**src/design/twmsl_pkg.sv**
```systemverilog
// Constants, state codes and timing counts for the two-wire bus master controller.
// Assumes a 10 MHz system clock and open-drain pads resolved outside the design.
// Rules of the two-wire bus
// - Bus idle only when both lines high
// - Nine clocks per byte, ack included
// - Bytes MSB first, unlimited per transfer
// - Receiver may stretch clock; transmitter waits
// - START/STOP are data edges under clock high
// - First byte: seven-bit address plus direction
// - Direction zero writes, one reads
// - Data stable while clock high
// - Transmitter releases data during ack
// - Receiver acknowledges by pulling data low
// - Unaccepted address: data high, master stops
// - Slave releases data after missing ack
package twmsl_pkg;

    localparam int unsigned CLK_HZ   = 10_000_000;
    localparam int unsigned STD_BPS  = 100_000;
    localparam int unsigned FAST_BPS = 400_000;

    // Quarter bit period, rounded down; the wait for the clock to rise still makes each bit a few clocks longer than asked
    localparam logic [4:0] QTR_STD  = 5'(CLK_HZ / (4 * STD_BPS));
    localparam logic [4:0] QTR_FAST = 5'(CLK_HZ / (4 * FAST_BPS));

    localparam logic [3:0] ACK_BIT  = 4'h8;
    localparam logic [1:0] LINE_RST = 2'h3;

    typedef enum logic [3:0] {
        ST_IDLE      = 4'h0,
        ST_WAIT_FREE = 4'h1,
        ST_START     = 4'h2,
        ST_LOW       = 4'h3,
        ST_HIGH_WAIT = 4'h4,
        ST_HIGH      = 4'h5,
        ST_HOLD      = 4'h6,
        ST_RS_LOW    = 4'h7,
        ST_RS_HIGH   = 4'h8,
        ST_STOP_LOW  = 4'h9,
        ST_STOP_HIGH = 4'ha,
        ST_STOP_END  = 4'hb,
        ST_LOST      = 4'hc
    } twmsl_state_t;

endpackage

```
**src/design/twmsl_host_master.sv**
```systemverilog
// Two-wire bus master that drives the device's slave unit over its open-drain pins.
// Assumes pins are resolved outside as wired-AND; one command is one byte.
`timescale 1ns/100ps
module twmsl_host_master
    import twmsl_pkg::*;
(
    input  wire logic       mclk_in,
    input  wire logic       sys_rst_in,
    input  wire logic       fast_in,
    input  wire logic       cmd_valid_in,
    output logic            cmd_ready_out,
    input  wire logic       cmd_start_in,
    input  wire logic       cmd_stop_in,
    input  wire logic       cmd_read_in,
    input  wire logic       cmd_ack_in,
    input  wire logic [7:0] cmd_wdata_in,
    output logic            rsp_valid_out,
    output logic [7:0]      rsp_rdata_out,
    output logic            rsp_nack_out,
    output logic            rsp_arb_lost_out,
    output logic            bus_busy_out,
    input  wire logic       scl_in,
    output logic            scl_out,
    output logic            scl_oe_out,
    input  wire logic       sda_in,
    output logic            sda_out,
    output logic            sda_oe_out
);
    twmsl_state_t state_r;
    twmsl_state_t state_nxt;
    logic         q_r;
    logic         q_nxt;
    logic [3:0]   bit_r;
    logic [3:0]   bit_nxt;
    logic [7:0]   shift_r;
    logic [7:0]   shift_nxt;
    logic [7:0]   wbyte_r;
    logic [7:0]   wbyte_nxt;
    logic [7:0]   rx_r;
    logic [7:0]   rx_nxt;
    logic         read_r;
    logic         read_nxt;
    logic         stop_r;
    logic         stop_nxt;
    logic         ack_r;
    logic         ack_nxt;
    logic         nack_r;
    logic         nack_nxt;
    logic         scl_oe_r;
    logic         scl_oe_nxt;
    logic         sda_oe_r;
    logic         sda_oe_nxt;
    logic         rsp_valid_r;
    logic         rsp_valid_nxt;
    logic         arb_r;
    logic         arb_nxt;
    logic         busy_r;
    logic         busy_nxt;
    logic         scl_prev_r;
    logic         sda_prev_r;
    logic [1:0]   lines;
    logic         scl_s;
    logic         sda_s;
    logic         tick;
    logic         tick_clr;
    logic         start_det;
    logic         stop_det;
    logic         take;

    twmsl_pin_sync u_sync (
        .mclk_in    (mclk_in),
        .sys_rst_in (sys_rst_in),
        .pins_in    ({scl_in, sda_in}),
        .pins_out   (lines)
    );
    assign scl_s = lines[1];
    assign sda_s = lines[0];

    twmsl_tick_gen u_tick (
        .mclk_in    (mclk_in),
        .sys_rst_in (sys_rst_in),
        .fast_in    (fast_in),
        .clr_in     (tick_clr),
        .tick_out   (tick)
    );

    // Bus monitor: own START/STOP count too, so a waiting start sees the line free after our own STOP
    assign start_det = scl_s && scl_prev_r && sda_prev_r && !sda_s;
    assign stop_det  = scl_s && scl_prev_r && !sda_prev_r && sda_s;

    always_comb
    begin
        busy_nxt = busy_r;
        if (start_det)
        begin
            busy_nxt = 1'b1;
        end
        else if (stop_det)
        begin
            busy_nxt = 1'b0;
        end
    end

    assign take          = cmd_valid_in && cmd_ready_out;
    assign cmd_ready_out = (state_r == ST_IDLE) || (state_r == ST_HOLD);
    // Phase timing restarts on each move and while someone holds the clock low
    assign tick_clr = (state_nxt != state_r) || (state_r == ST_HIGH_WAIT) || (state_r == ST_RS_HIGH && !scl_s)
                    || (state_r == ST_STOP_HIGH && !scl_s);

    always_comb
    begin
        state_nxt     = state_r;
        q_nxt         = q_r;
        bit_nxt       = bit_r;
        shift_nxt     = shift_r;
        wbyte_nxt     = wbyte_r;
        rx_nxt        = rx_r;
        read_nxt      = read_r;
        stop_nxt      = stop_r;
        ack_nxt       = ack_r;
        nack_nxt      = nack_r;
        scl_oe_nxt    = scl_oe_r;
        sda_oe_nxt    = sda_oe_r;
        rsp_valid_nxt = 1'b0;
        arb_nxt       = 1'b0;
        if (take)
        begin
            // Direction lives in the address byte; read flag picks the bit engine
            shift_nxt = cmd_wdata_in;
            wbyte_nxt = cmd_wdata_in;
            read_nxt  = cmd_read_in;
            stop_nxt  = cmd_stop_in;
            ack_nxt   = cmd_ack_in;
            bit_nxt   = 4'h0;
            q_nxt     = 1'b0;
        end
        unique case (state_r)
            ST_IDLE:
            begin
                if (take)
                begin
                    state_nxt = ST_WAIT_FREE;
                end
            end
            ST_WAIT_FREE:
            begin
                if (scl_s && sda_s && !busy_r)
                begin
                    state_nxt  = ST_START;
                    sda_oe_nxt = 1'b1;
                end
            end
            ST_START:
            begin
                if (tick)
                begin
                    // Repeated START arrives with the quarter flag set; first bit must still be driven
                    state_nxt  = ST_LOW;
                    scl_oe_nxt = 1'b1;
                    q_nxt      = 1'b0;
                end
            end
            ST_LOW:
            begin
                if (tick && !q_r)
                begin
                    // Data moves only a quarter after the clock fell
                    q_nxt = 1'b1;
                    if (bit_r == ACK_BIT)
                    begin
                        sda_oe_nxt = read_r && ack_r;
                    end
                    else if (read_r)
                    begin
                        sda_oe_nxt = 1'b0;
                    end
                    else
                    begin
                        sda_oe_nxt = !shift_r[7];
                        shift_nxt  = {shift_r[6:0], 1'b0};
                    end
                end
                else if (tick)
                begin
                    state_nxt  = ST_HIGH_WAIT;
                    scl_oe_nxt = 1'b0;
                end
            end
            ST_HIGH_WAIT:
            begin
                if (scl_s)
                begin
                    state_nxt = ST_HIGH;
                    q_nxt     = 1'b0;
                end
            end
            ST_HIGH:
            begin
                if (tick && !q_r)
                begin
                    q_nxt = 1'b1;
                    if (bit_r == ACK_BIT && !read_r)
                    begin
                        nack_nxt = sda_s;
                    end
                    else if (bit_r != ACK_BIT && read_r)
                    begin
                        rx_nxt = {rx_r[6:0], sda_s};
                    end
                    else if (bit_r != ACK_BIT && !sda_oe_r && !sda_s)
                    begin
                        // Sent a one, saw a zero: another master owns the bus
                        state_nxt  = ST_LOST;
                        sda_oe_nxt = 1'b0;
                        arb_nxt    = 1'b1;
                    end
                end
                else if (tick)
                begin
                    scl_oe_nxt = 1'b1;
                    q_nxt      = 1'b0;
                    if (bit_r == ACK_BIT)
                    begin
                        rsp_valid_nxt = 1'b1;
                        if (stop_r || (nack_r && !read_r))
                        begin
                            state_nxt = ST_STOP_LOW;
                        end
                        else
                        begin
                            state_nxt = ST_HOLD;
                        end
                    end
                    else
                    begin
                        state_nxt = ST_LOW;
                        bit_nxt   = bit_r + 4'h1;
                    end
                end
            end
            ST_HOLD:
            begin
                // Clock kept low between bytes; any byte count is allowed
                if (take && cmd_start_in)
                begin
                    state_nxt = ST_RS_LOW;
                end
                else if (take)
                begin
                    state_nxt = ST_LOW;
                end
            end
            ST_RS_LOW:
            begin
                if (tick && !q_r)
                begin
                    q_nxt      = 1'b1;
                    sda_oe_nxt = 1'b0;
                end
                else if (tick)
                begin
                    state_nxt  = ST_RS_HIGH;
                    scl_oe_nxt = 1'b0;
                end
            end
            ST_RS_HIGH:
            begin
                if (tick && scl_s)
                begin
                    state_nxt  = ST_START;
                    sda_oe_nxt = 1'b1;
                end
            end
            ST_STOP_LOW:
            begin
                if (tick && !q_r)
                begin
                    q_nxt      = 1'b1;
                    sda_oe_nxt = 1'b1;
                end
                else if (tick)
                begin
                    state_nxt  = ST_STOP_HIGH;
                    scl_oe_nxt = 1'b0;
                end
            end
            ST_STOP_HIGH:
            begin
                if (tick && scl_s)
                begin
                    state_nxt  = ST_STOP_END;
                    sda_oe_nxt = 1'b0;
                end
            end
            ST_STOP_END:
            begin
                if (tick)
                begin
                    state_nxt = ST_IDLE;
                end
            end
            ST_LOST:
            begin
                scl_oe_nxt = 1'b0;
                sda_oe_nxt = 1'b0;
                if (!busy_r && scl_s && sda_s)
                begin
                    state_nxt = ST_IDLE;
                end
            end
            default:
            begin
                state_nxt  = ST_IDLE;
                scl_oe_nxt = 1'b0;
                sda_oe_nxt = 1'b0;
            end
        endcase
    end

    always_ff @(posedge mclk_in)
    begin
        if (sys_rst_in)
        begin
            state_r     <= ST_IDLE;
            q_r         <= 1'b0;
            bit_r       <= 4'h0;
            shift_r     <= 8'h00;
            wbyte_r     <= 8'h00;
            rx_r        <= 8'h00;
            read_r      <= 1'b0;
            stop_r      <= 1'b0;
            ack_r       <= 1'b0;
            nack_r      <= 1'b0;
            scl_oe_r    <= 1'b0;
            sda_oe_r    <= 1'b0;
            rsp_valid_r <= 1'b0;
            arb_r       <= 1'b0;
            busy_r      <= 1'b0;
            scl_prev_r  <= 1'b1;
            sda_prev_r  <= 1'b1;
        end
        else
        begin
            state_r     <= state_nxt;
            q_r         <= q_nxt;
            bit_r       <= bit_nxt;
            shift_r     <= shift_nxt;
            wbyte_r     <= wbyte_nxt;
            rx_r        <= rx_nxt;
            read_r      <= read_nxt;
            stop_r      <= stop_nxt;
            ack_r       <= ack_nxt;
            nack_r      <= nack_nxt;
            scl_oe_r    <= scl_oe_nxt;
            sda_oe_r    <= sda_oe_nxt;
            rsp_valid_r <= rsp_valid_nxt;
            arb_r       <= arb_nxt;
            busy_r      <= busy_nxt;
            scl_prev_r  <= scl_s;
            sda_prev_r  <= sda_s;
        end
    end

    assign scl_out          = 1'b0;
    assign sda_out          = 1'b0;
    assign scl_oe_out       = scl_oe_r;
    assign sda_oe_out       = sda_oe_r;
    assign rsp_valid_out    = rsp_valid_r;
    assign rsp_rdata_out    = rx_r;
    assign rsp_nack_out     = nack_r;
    assign rsp_arb_lost_out = arb_r;
    assign bus_busy_out     = busy_r;
endmodule

```
**src/design/twmsl_pin_sync.sv**
```systemverilog
// Three-stage synchroniser with agreement filter for the two bus lines.
// Assumes asynchronous pin inputs; lines are taken as high (idle) during reset.
`timescale 1ns/100ps
module twmsl_pin_sync
    import twmsl_pkg::*;
(
    input  wire logic       mclk_in,
    input  wire logic       sys_rst_in,
    input  wire logic [1:0] pins_in,
    output logic      [1:0] pins_out
);
    logic [1:0] s1_r;
    logic [1:0] s2_r;
    logic [1:0] s3_r;
    logic [1:0] flt_r;
    logic [1:0] flt_nxt;

    always_comb
    begin
        flt_nxt = flt_r;
        for (int i = 0; i < 2; i++)
        begin
            if (s2_r[i] == s3_r[i])
            begin
                flt_nxt[i] = s3_r[i];
            end
        end
    end

    always_ff @(posedge mclk_in)
    begin
        if (sys_rst_in)
        begin
            s1_r  <= LINE_RST;
            s2_r  <= LINE_RST;
            s3_r  <= LINE_RST;
            flt_r <= LINE_RST;
        end
        else
        begin
            s1_r  <= pins_in;
            s2_r  <= s1_r;
            s3_r  <= s2_r;
            flt_r <= flt_nxt;
        end
    end

    assign pins_out = flt_r;
endmodule

```
**src/design/twmsl_tick_gen.sv**
```systemverilog
// Quarter-bit tick generator for the bus clock.
// Assumes the caller clears it on every phase change and while the clock is held low.
`timescale 1ns/100ps
module twmsl_tick_gen
    import twmsl_pkg::*;
(
    input  wire logic mclk_in,
    input  wire logic sys_rst_in,
    input  wire logic fast_in,
    input  wire logic clr_in,
    output logic      tick_out
);
    logic [4:0] cnt_r;
    logic [4:0] cnt_nxt;
    logic [4:0] last;

    always_comb
    begin
        last     = (fast_in ? QTR_FAST : QTR_STD) - 5'h01;
        tick_out = (cnt_r == last);
        if (clr_in || tick_out)
        begin
            cnt_nxt = 5'h00;
        end
        else
        begin
            cnt_nxt = cnt_r + 5'h01;
        end
    end

    always_ff @(posedge mclk_in)
    begin
        if (sys_rst_in)
        begin
            cnt_r <= 5'h00;
        end
        else
        begin
            cnt_r <= cnt_nxt;
        end
    end
endmodule

```
**config.mk**
```make
export PLATFORM = sky130hd
export DESIGN_NAME = twmsl_host_master
export DESIGN_NICKNAME = d
export VERILOG_FILES = /design/src/design/twmsl_pkg.sv /design/src/design/twmsl_host_master.sv /design/src/design/twmsl_pin_sync.sv /design/src/design/twmsl_tick_gen.sv
export SDC_FILE = /design/constraint.sdc
export NUM_CORES = 1
export LEC_CHECK = 0
export BUFFER_PORTS_ARGS = -buffer_cell sky130_fd_sc_hd__buf_2
export CORE_MARGIN = 1
export CORE_UTILIZATION = 61
export CTS_BUF_LIST = sky130_fd_sc_hd__clkbuf_16
export DETAILED_ROUTE_END_ITERATION = 10
export GPL_TIMING_DRIVEN = 0
export HOLD_SLACK_MARGIN = 0.06
export PLACE_DENSITY_LB_ADDON = 0.3
export SLEW_MARGIN = 20
export SYNTH_ARGS = -nofsm -noshare
export SYNTH_HDL_FRONTEND = slang
export SYNTH_SLANG_ARGS = --single-unit
```
**constraint.sdc**
```tcl
create_clock -name mclk_in -period 4.9 [get_ports mclk_in]
set_input_delay 0.245 -clock mclk_in [delete_from_list [all_inputs] [get_ports mclk_in]]
set_output_delay 0.245 -clock mclk_in [all_outputs]
set_load 0.01 [all_outputs]
```
* Word level (Yosys, flattened, before mapping)
Index checks and enable logic that the tools add are counted.
Word-level totals: bits in registers 49, bits of input ports 18, output and inout bits 17, logic and storage cells 172
Cells by class: $add $sub $neg 3, equal/unequal tests 31, mux-type cells 63, bitwise operators 6, reductions and logical operators 47
Operator list (count):
- $mux 4 | 28
- $pmux 4 s13 | 1
- $mux 8 | 5
- $mux 1 | 25
- $eq 4x4->1 const B | 6
- $logic_and 1x1->1 | 21
- $ne 2x2->1 const B | 10
- $eq 4x3->1 const B | 4
- $reduce_and 11->1 | 1
- $reduce_or 5->1 | 2
- $eq 4x2->1 const B | 2
- $logic_not 1->1 | 8
- $pmux 1 s4 | 2
- $pmux 1 s8 | 1
- $reduce_and 4->1 | 2
- $reduce_or 7->1 | 1
- $logic_or 1x1->1 | 6
- $ne 2x1->1 const B | 3
- $not 1->1 | 6
- $add 5x1->5 const B | 1
- $eq 5x5->1 | 1
- $mux 5 | 1
- $sub 5x1->5 const B | 1
- $add 4x1->4 const B | 1
- other kinds (10) | 11

* Longest topological paths before layout
Gate-level depths: netlist of run 1.
depth after elaboration 14, gate-level depth with buffers 9, depth with buffers taken out 8

* Modules after synthesis
A second synthesis of run 1 with hierarchy kept.
Second synthesis, totals: cells, all modules 291, area total of the unflattened synthesis 2562.5 um^2
By module, submodules not included:
- twmsl_host_master | instances 1, cells each 247, area an instance 2100.8 um^2, sequential area each 720.7 um^2
- twmsl_tick_gen | instances 1, cells each 24, area an instance 231.5 um^2, sequential area each 100.1 um^2
- twmsl_pin_sync | instances 1, cells each 20, area an instance 230.2 um^2, sequential area each 160.2 um^2

* Least setup slack after synthesis of run 1
No wires, ideal clock.
kind register to register, start point register u_tick.cnt_r[3], end point register sda_oe_r, in the netlist sda_oe_out, library setup time 0.126 ns, arrival 1.874 ns, required time 4.774 ns, setup slack 2.901 ns, cell stages (with the launch flop) 7, clock period less this slack 1.999 ns, cells stage by stage dfxtp_1 > or3b_4 > or3_1 > a221o_1 > a41o_1 > o211ai_2 > o31ai_2
Between the ends: word-level cells in the longest chain between the ends 4
Ends and longest elaborated chain:
- start: declaration | line twmsl_tick_gen.sv:13 | logic [4:0] cnt_r;
- start signal: assignment | line twmsl_tick_gen.sv:39 | cnt_r <= cnt_nxt;
- $eq 5x5->1 (*) | line twmsl_tick_gen.sv:20 | tick_out = (cnt_r == last);
- $logic_and 1x1->1 (on tied branches)
- $ne 2x2->1 (no source line) or $ne 2x1->1 (tied branches)
- $reduce_and 11->1 (no source line) (*)
- end signal: assignment | line twmsl_host_master.sv:355 | sda_oe_r <= sda_oe_nxt;
- end: declaration | line twmsl_host_master.sv:51 | logic sda_oe_r;
Every way passes the cells marked *; elsewhere a longest branch is shown, timed or not. A chain may end at the register's enable or synchronous reset.

* Worst setup path in the final report of run 1
start point register state_r[1], end point register shift_r[6]
Between the ends: word-level cells in the longest chain between the ends 8
Ends and longest elaborated chain:
- start: declaration | line twmsl_host_master.sv:29 | twmsl_state_t state_r;
- start signal: assignment | line twmsl_host_master.sv:344 | state_r <= state_nxt;
- $eq 4x3->1 or $logic_not 4->1 (tied branches) | line twmsl_host_master.sv:105 | assign cmd_ready_out = (state_r == ST_IDLE) || (state_r == ST_HOLD);
- $logic_or 1x1->1 | line twmsl_host_master.sv:105
- $logic_and 1x1->1 | line twmsl_host_master.sv:104 | assign take = cmd_valid_in && cmd_ready_out;
- $mux 8 | line twmsl_host_master.sv:126 | if (take)
- $mux 8 | line twmsl_host_master.sv:173 | else if (read_r)
- $mux 8 | line twmsl_host_master.sv:169 | if (bit_r == ACK_BIT)
- $mux 8 | line twmsl_host_master.sv:165 | if (tick && !q_r)
- $mux 8 (*) | line twmsl_host_master.sv:137 | unique case (state_r)
- end signal: assignment | line twmsl_host_master.sv:347 | shift_r <= shift_nxt;
- end: declaration | line twmsl_host_master.sv:35 | logic [7:0] shift_r;
Marks and branches as above.

==> results of run 1 <==
metrics by stage:
step	power [uW]	area [um^2]	instances
final	908	2980	390
after global routing	937	2980	390
after CTS	906	2980	390
after detailed placement	516	2810	382
after global placement	514	2810	382
after floorplan	491	2590	301
power groups by stage:
stage          combinational (uW)  clock [uW]  sequential [uW]
6_report                     89.0         398              421
5_1_grt                      96.4         418              423
4_1_cts                      87.7         398              421
3_5_place_dp                 86.6           0              430
3_3_place_gp                 85.2           0              429
2_1_floorplan                64.0           0              427
placed cells by master (no fill, tap or decap), types with 5 or more instances in the layout:
master and instances:
inv_1 8, nor2b_1 5, nor3_1 9, nand2_1 16
nand3_1 11, buf_2 32, or3_1 7, o21ai_0 13
nor2_1 30, a211oi_1 6, clkbuf_1 19, mux2_2 7
a21oi_1 15, dfxtp_1 49, a31oi_1 7, mux2i_1 22
or2_2 9, clkbuf_16 5
worst min path at each step:
stage	start	endpoint	slack [ns]	cells after the start
after floorplan	sda_in	u_sync.s1_r[0]	0.35	1
after global placement	u_sync.s1_r[0]	u_sync.s2_r[0]	0.40	1
after detailed placement	u_sync.s1_r[1]	u_sync.s2_r[1]	0.39	1
after CTS	sda_in	u_sync.s1_r[0]	0.14	2
after global routing	sda_in	u_sync.s1_r[0]	0.14	2
final	sda_in	u_sync.s1_r[0]	0.13	2
logic make-up (layout without fill, tap and decap cells):
kind of cell / Yosys count / after routing / share of synthesized area, %
XOR/XNOR: 3 / 3 / 1.02
other: 1 / 2 / 0.145
multiplexers: 29 / 29 / 11.6
flip-flops: 49 / 49 / 37.9
buffers and inverters: 30 / 69 / 4.69
AO/OA/AOI/OAI: 69 / 69 / 18.8
adder cells (fa/ha/maj): 3 / 3 / 1.45
AND/OR/NAND/NOR: 116 / 116 / 24.4
layout make-up:
| cell class | instances | area share, % |
|---|---|---|
| Multi-Input combinational cell | 222 | 50.0 |
| Clock inverter | 3 | 1.47 |
| Sequential cell | 49 | 32.9 |
| Tap cell | 50 | 2.10 |
| Clock buffer | 5 | 4.20 |
| Inverter | 8 | 1.01 |
| Timing Repair Buffer | 31 | 5.21 |
| Buffer | 22 | 3.07 |
per-layer routing:
metal  vias up  share of wire, %  global-route usage (%)
met5         -                 0                       0
met4         0               2.4                    11.4
met3        20               7.4                    5.41
met2       127                48                    48.4
met1      1152                42                    36.8
li1       1173                 -                       -
state kept, by name (all words and copies together), names as in the netlist, 2 cells and up:
signal,flops
shift_r,8
bit_r,4
u_sync.s2_r,2
rsp_rdata_out,8
u_tick.cnt_r,5
u_sync.pins_out,2
u_sync.s3_r,2
state_r,4
u_sync.s1_r,2
worst max-delay path, delay by kind of cell, from the launching register on:
family	cells	cell delay, ns
buffers and inverters	2	0.89
flip-flops	1	0.33
multiplexers	2	0.53
AND/OR/NAND/NOR	3	0.70
==> metrics.md, run 1 <==
| Metric | Value |
|---|---|
| Area grow syn2layout | 15.1% |
| Ports | 35 |
| Critical path's most frequent cell | clkbuf_1 |
| Storage cell area | between 900 and 1000 um^2 |
| VDD IR-drop max | 0.000237 V |
| Part of the cycle the worst path needs | approximately 53% |
| EDFF count, synth | 0 |
| CP Launch Type | flop |
| Fin util | between 70 and 80% |
| Synthesized area | 2590 um^2 |
| PwrDens | approximately 310 nW/um^2 |
| Critical path endpoint | shift_r[6] |
| Multi-input gate area | ~1500 um^2 |
| CTS sink count | 49 |
| Logic gate share of total power | 9.8% |
| Data required time at the worst endpoint | about 5.1 ns |
| Sw Pwr | 219 uW |
| DR DRC count | 0 |
| Clock latency on the worst-skew pair | ~0.29 ns |
| Initial antenna violation count | 0 |
| Setup repair bufs after CTS | 0 |
| Synth top area cells | dfxtp_1, mux2i_1, nor2_1, mux2_2, a21oi_1 |
| Routed Antenna Nets | 0 |
| H-tree Lvls | 2 |
| Cells on worst reg2reg path | 7 |
| Vias in the first global route | 2,126 |
| Slew Viols, Final | 0 |
| Fin nets | 360 |
| Hold buffer count at CTS | 0 |
| Core area | slightly above 4000 um^2 |
| Clk pin slew, worst setup/hold paths | 0.07 ns |
| Crit Reg-Reg Startpoint | state_r[1] |
| Slowest stage delay, CP | 0.52 ns |
| Worst hold slack | 0.134 ns |
| Overall Global Routing Usage | just under 30% |
| Status | complete, no violations |
| Final setup violating endpoints | 0 |
| Crit path kind | reg2reg |
| CP max-delay cell | clkbuf_1 |
| Post-synth top flop | dfxtp_1 |
| Clock share of power | around 44% |
| WL per Instance | ~16 um |
| Synthesis Warnings | 0 |
| P_leak | around 0.0011 uW |
| Worst-Margin Slew | 0.591 ns |
| Clock Tree Buf Depth | 2 |
| Critical path startpoint | state_r[1] |
| Buffers on Ports | 31 |
| Critical-path cell list | clkbuf_1 > nand2b_1 > nand4_1 > clkbuf_1 > mux2_2 > mux2i_1 > nor2_1 |
| Top-count cell post-synth | dfxtp_1 |
| Routed Wire Length | between 6000 and 7000 um |
| Internal Power | 690 uW |
| Antenna cells | 0 |
| Fillcell total | about 290 |
| First-pass GRT wire length | between 9000 and 10,000 um |
| Hold Crit Class | in2reg |
| Yosys reg bits | a little under 50 |
| Distinct cells, synth | 57 |
| FF-to-FF setup slack | 2.32 ns |
| Final min period | ~2.6 ns |
| Max cap viols | 0 |
| Top-area cell type share of the netlist area | between 30% and 40% |
| # rows | 23 |
| Flop pwr share | 46.4% |
| GPL Wtd Cong | 0.943 |
| Post-synthesis sequential area ratio | a little under two fifths |
| Max FO, Critical Path | 10 |
| CTS tree | yes |
| Synth async-reset ratio | 0% |
| Remaining global-route overflow | 0 |
| Final Skew | 0.00576 ns |
| Final hold vios | 0 |
| Synthesized area per cell | 8.62 um^2 |
| Unrepaired setup endpoints after global routing | no |
| Fraction of final layout cells sized beyond drive strength 1 | 19.7% |
| TNS Setup | 0 ns |
| Worst Setup End Kind | flop |
| Die extent in x | roughly 67 um |
| Vias | 2,472 |
| Via density per instance | about 6.3 |
| Chip height | ~67 um |
| Detailed placer's ending HPWL | roughly 4400 um |
| Setup WS pre-CTS | between 2 and 2.5 ns |
| Root buf cell | clkbuf_16 |
| Initial Util | 64.2% |
| Worst flop-to-flop path endpoint | shift_r[6] |
| Arrival time worst endpoint | approximately 2.7 ns |
| Iteration-0 DRC Markers | between 200 and 300 |
| Largest net degree at the start of global routing | 17 |
| Slew headroom | a little over 60% |
| DIE AREA | 4510 um^2 |
| CTS Buf Count | 5 |
| Mapped Cells | 300 |
| Post-cts sizing count | 0 |
| First drt pass iteration count | 5 |
| Final setup margin | around 2.3 ns |
| Sw frac | between 20% and 30% |
| Highest Clock Rate | 0.388 GHz |
| Commonest cells in the netlist | dfxtp_1, nor2_1, mux2i_1 |
| Post-synth top area cell | dfxtp_1 |
Power figures use the tool's default switching activity.
==> run 2, diff against run 1 <==
--- a/config.mk
+++ b/config.mk
@@ -7,7 +7,7 @@
 export LEC_CHECK = 0
 export BUFFER_PORTS_ARGS = -buffer_cell sky130_fd_sc_hd__buf_2
 export CORE_MARGIN = 1
-export CORE_UTILIZATION = 61
+export CORE_UTILIZATION = 52
 export CTS_BUF_LIST = sky130_fd_sc_hd__clkbuf_16
 export DETAILED_ROUTE_END_ITERATION = 10
 export GPL_TIMING_DRIVEN = 0
==> constraint.sdc (replaced) <==
create_clock -name mclk_in -period 2.3 [get_ports mclk_in]
set_input_delay 0.115 -clock mclk_in [delete_from_list [all_inputs] [get_ports mclk_in]]
set_output_delay 0.115 -clock mclk_in [all_outputs]
set_load 0.01 [all_outputs]
==> metrics.md, run 2 (synthesis results as in run 1) <==
| Metric | Value |
|---|---|
| Status | complete, no violations |
| Flop pwr share | 49.4% (+3.0 points) |
| Max FO, Critical Path | 7 (-3) |
| First drt pass iteration count | 5 (unchanged) |
| CTS Buf Count | 5 (unchanged) |
| Part of the cycle the worst path needs | 95.0% (+42 points) |
| Detailed placer's ending HPWL | 4330 um (-1.3%) |
| VDD IR-drop max | 0.000560 V (+140%) |
| Setup WS pre-CTS | -0.166 ns (-2.55 ns) |
| Highest Clock Rate | 0.458 GHz (+18%) |
| CTS tree | yes |
| Final setup violating endpoints | 0 (unchanged) |
| Routed Antenna Nets | 0 (unchanged) |
| Final Skew | 0.00364 ns (-0.00211 ns) |
| Ports | 35 (unchanged) |
| Core area | 4750 um^2 (+18%) |
| Die extent in x | 72.5 um (+8.1%) |
| CP Launch Type | flop |
| Final hold vios | 0 (unchanged) |
| Buffers on Ports | 31 (unchanged) |
| DIE AREA | 5260 um^2 (+17%) |
| Data required time at the worst endpoint | 2.50 ns (-2.56 ns) |
| CTS sink count | 49 (unchanged) |
| Most common cell after layout, fill and taps aside | dfxtp_1 |
| Largest net degree at the start of global routing | 16 (-1) |
| Arrival time worst endpoint | 2.39 ns (-0.35 ns) |
| Post-Place Cells | 399 (+4.5%) |
| P_leak | 0.00116 uW (+2.7%) |
| Internal Power | 1360 uW (+98%) |
| Hold Crit Class | in2reg |
| Area grow syn2layout | 19.1% |
| Slew headroom | 66.1% (+5.4 points) |
| WL per Instance | 15.1 um (-5.2%) |
| Worst-Margin Slew | 0.509 ns (-0.0814 ns) |
| Initial antenna violation count | 0 (unchanged) |
| Chip height | 72.5 um (+8.1%) |
| Routed Wire Length | 6240 um (+0.18%) |
| Clock Tree Buf Depth | 2 (unchanged) |
| PwrDens | 589 nW/um^2 (+93%) |
| Final min period | 2.19 ns (-0.391 ns) |
| Via density per instance | 5.97 (-5.8%) |
| Sw frac | 24.9% (+0.77 points) |
| Iteration-0 DRC Markers | 303 (+19%) |
| Slew Viols, Final | 0 (unchanged) |
| Overall Global Routing Usage | 24.6% (-4.5 points) |
| Fraction of final layout cells sized beyond drive strength 1 | 23.2% (+3.5 points) |
| GPL Wtd Cong | 0.927 (-1.7%) |
| Crit path kind | reg2reg |
| # rows | 25 (+8.7%) |
| Area after DPL | 2830 um^2 (+0.76%) |
| Worst Setup End Kind | flop |
| Root buf cell | clkbuf_16 |
| Clk pin slew, worst setup/hold paths | 0.07 ns (about the same) |
| Antenna cells | 0 (unchanged) |
| Final setup margin | 0.115 ns (-2.21 ns) |
| Unrepaired setup endpoints after global routing | no |
| Sw Pwr | 452 uW (+110%) |
| Clock share of power | 39.2% (-4.6 points) |
| H-tree Lvls | 2 (unchanged) |
| Initial Util | 54.4% (-9.8 points) |
| Logic gate share of total power | 11.4% (+1.6 points) |
| Vias in the first global route | 2,153 (+1.3%) |
| First-pass GRT wire length | 10,000 um (+1.8%) |
| Fin util | 64.8% (-9.1 points) |
| Most frequent cells in the layout | dfxtp_1, buf_2, nor2_1 |
| Clock latency on the worst-skew pair | 0.29 ns (about the same) |
| Fin nets | 365 (+1.4%) |
| Max cap viols | 0 (unchanged) |
| DR DRC count | 0 (unchanged) |
| Finished Layout Cells | 412 (+5.6%) |
| Final instance area | 3080 um^2 (+3.5%) |
| Vias | 2,461 (-0.44%) |
| Remaining global-route overflow | 0 (unchanged) |
-- run 2: changes by cell type in the layout (fill, tap and decap cells not counted), moves of 2 or more --
cell and delta:
clkbuf_1 -4, a211oi_1 -3, a211oi_2 +3, clkbuf_2 +3, dlygate4sd3_1 +3, buf_4 +2
-- run 2: layout make-up --
type | count | area [um^2]
inverters | 8 | 30.0
clock buffers | 5 | 125
clock inverters | 3 | 17.5
repair buffers | 37 | 220
plain buffers | 21 | 91.3
well taps | 67 | 83.8
flip-flops and latches | 49 | 981
multi-input cells | 222 | 1530
fillers | 408 | 1670
-- run 2: metal layers --
metal,vias to the layer above,track usage [%],wire [um]
li1,1180,-,-
met1,1132,31.8,2700
met2,127,40.3,2910
met3,22,4.86,467
met4,0,9.37,161
met5,-,0,0
-- run 2: final timing paths --
| check | startpoint | end | slack, ns | depth (start not counted) |
|---|---|---|---|---|
| max | bit_r[0] | u_tick.cnt_r[2] | 0.11 | 8 |
| min | cmd_stop_in | stop_r | 0.06 | 3 |
| max reg2reg | bit_r[0] | u_tick.cnt_r[2] | 0.11 | 8 |
| min reg2reg | u_sync.s1_r[0] | u_sync.s2_r[0] | 0.43 | 1 |
-- run 2: what timing repair did --
item / in CTS / in global routing
setup buffers: 0 / 3
gates cloned: 0 / 0
gates resized for setup: 4 / 9
hold endpoints to repair: 2 / 1
hold buffers: 2 / 1
pin swaps: 1 / 5
setup endpoints to repair: 6 / 21
-- run 2: critical path: stages, from the launching register on --
cell	delay [ns]
dfxtp_1	0.38
inv_1	0.07
ha_1	0.20
and3b_1	0.28
nor4_4	0.32
o211ai_1	0.13
a211oi_2	0.32
nand2_2	0.16
a211oi_1	0.23
-- run 2: power by group through the flow --
stage | Clock (uW) | Sequential (uW) | Combinational, uW
6_report | 712 | 897 | 207
5_1_grt | 756 | 899 | 227
4_1_cts | 724 | 896 | 191
3_5_place_dp | 0 | 915 | 185
3_3_place_gp | 0 | 914 | 182
2_1_floorplan | 0 | 909 | 136
-- run 2: per-stage QoR --
stage	setup TNS (ns)	hold slack, ns	total power (uW)
floorplan	0	0.219	1050
global placement	-0.494	0.298	1100
detailed placement	-0.483	0.301	1100
CTS	0	0.0628	1810
global route	0	0.0891	1880
finish	0	0.0638	1820
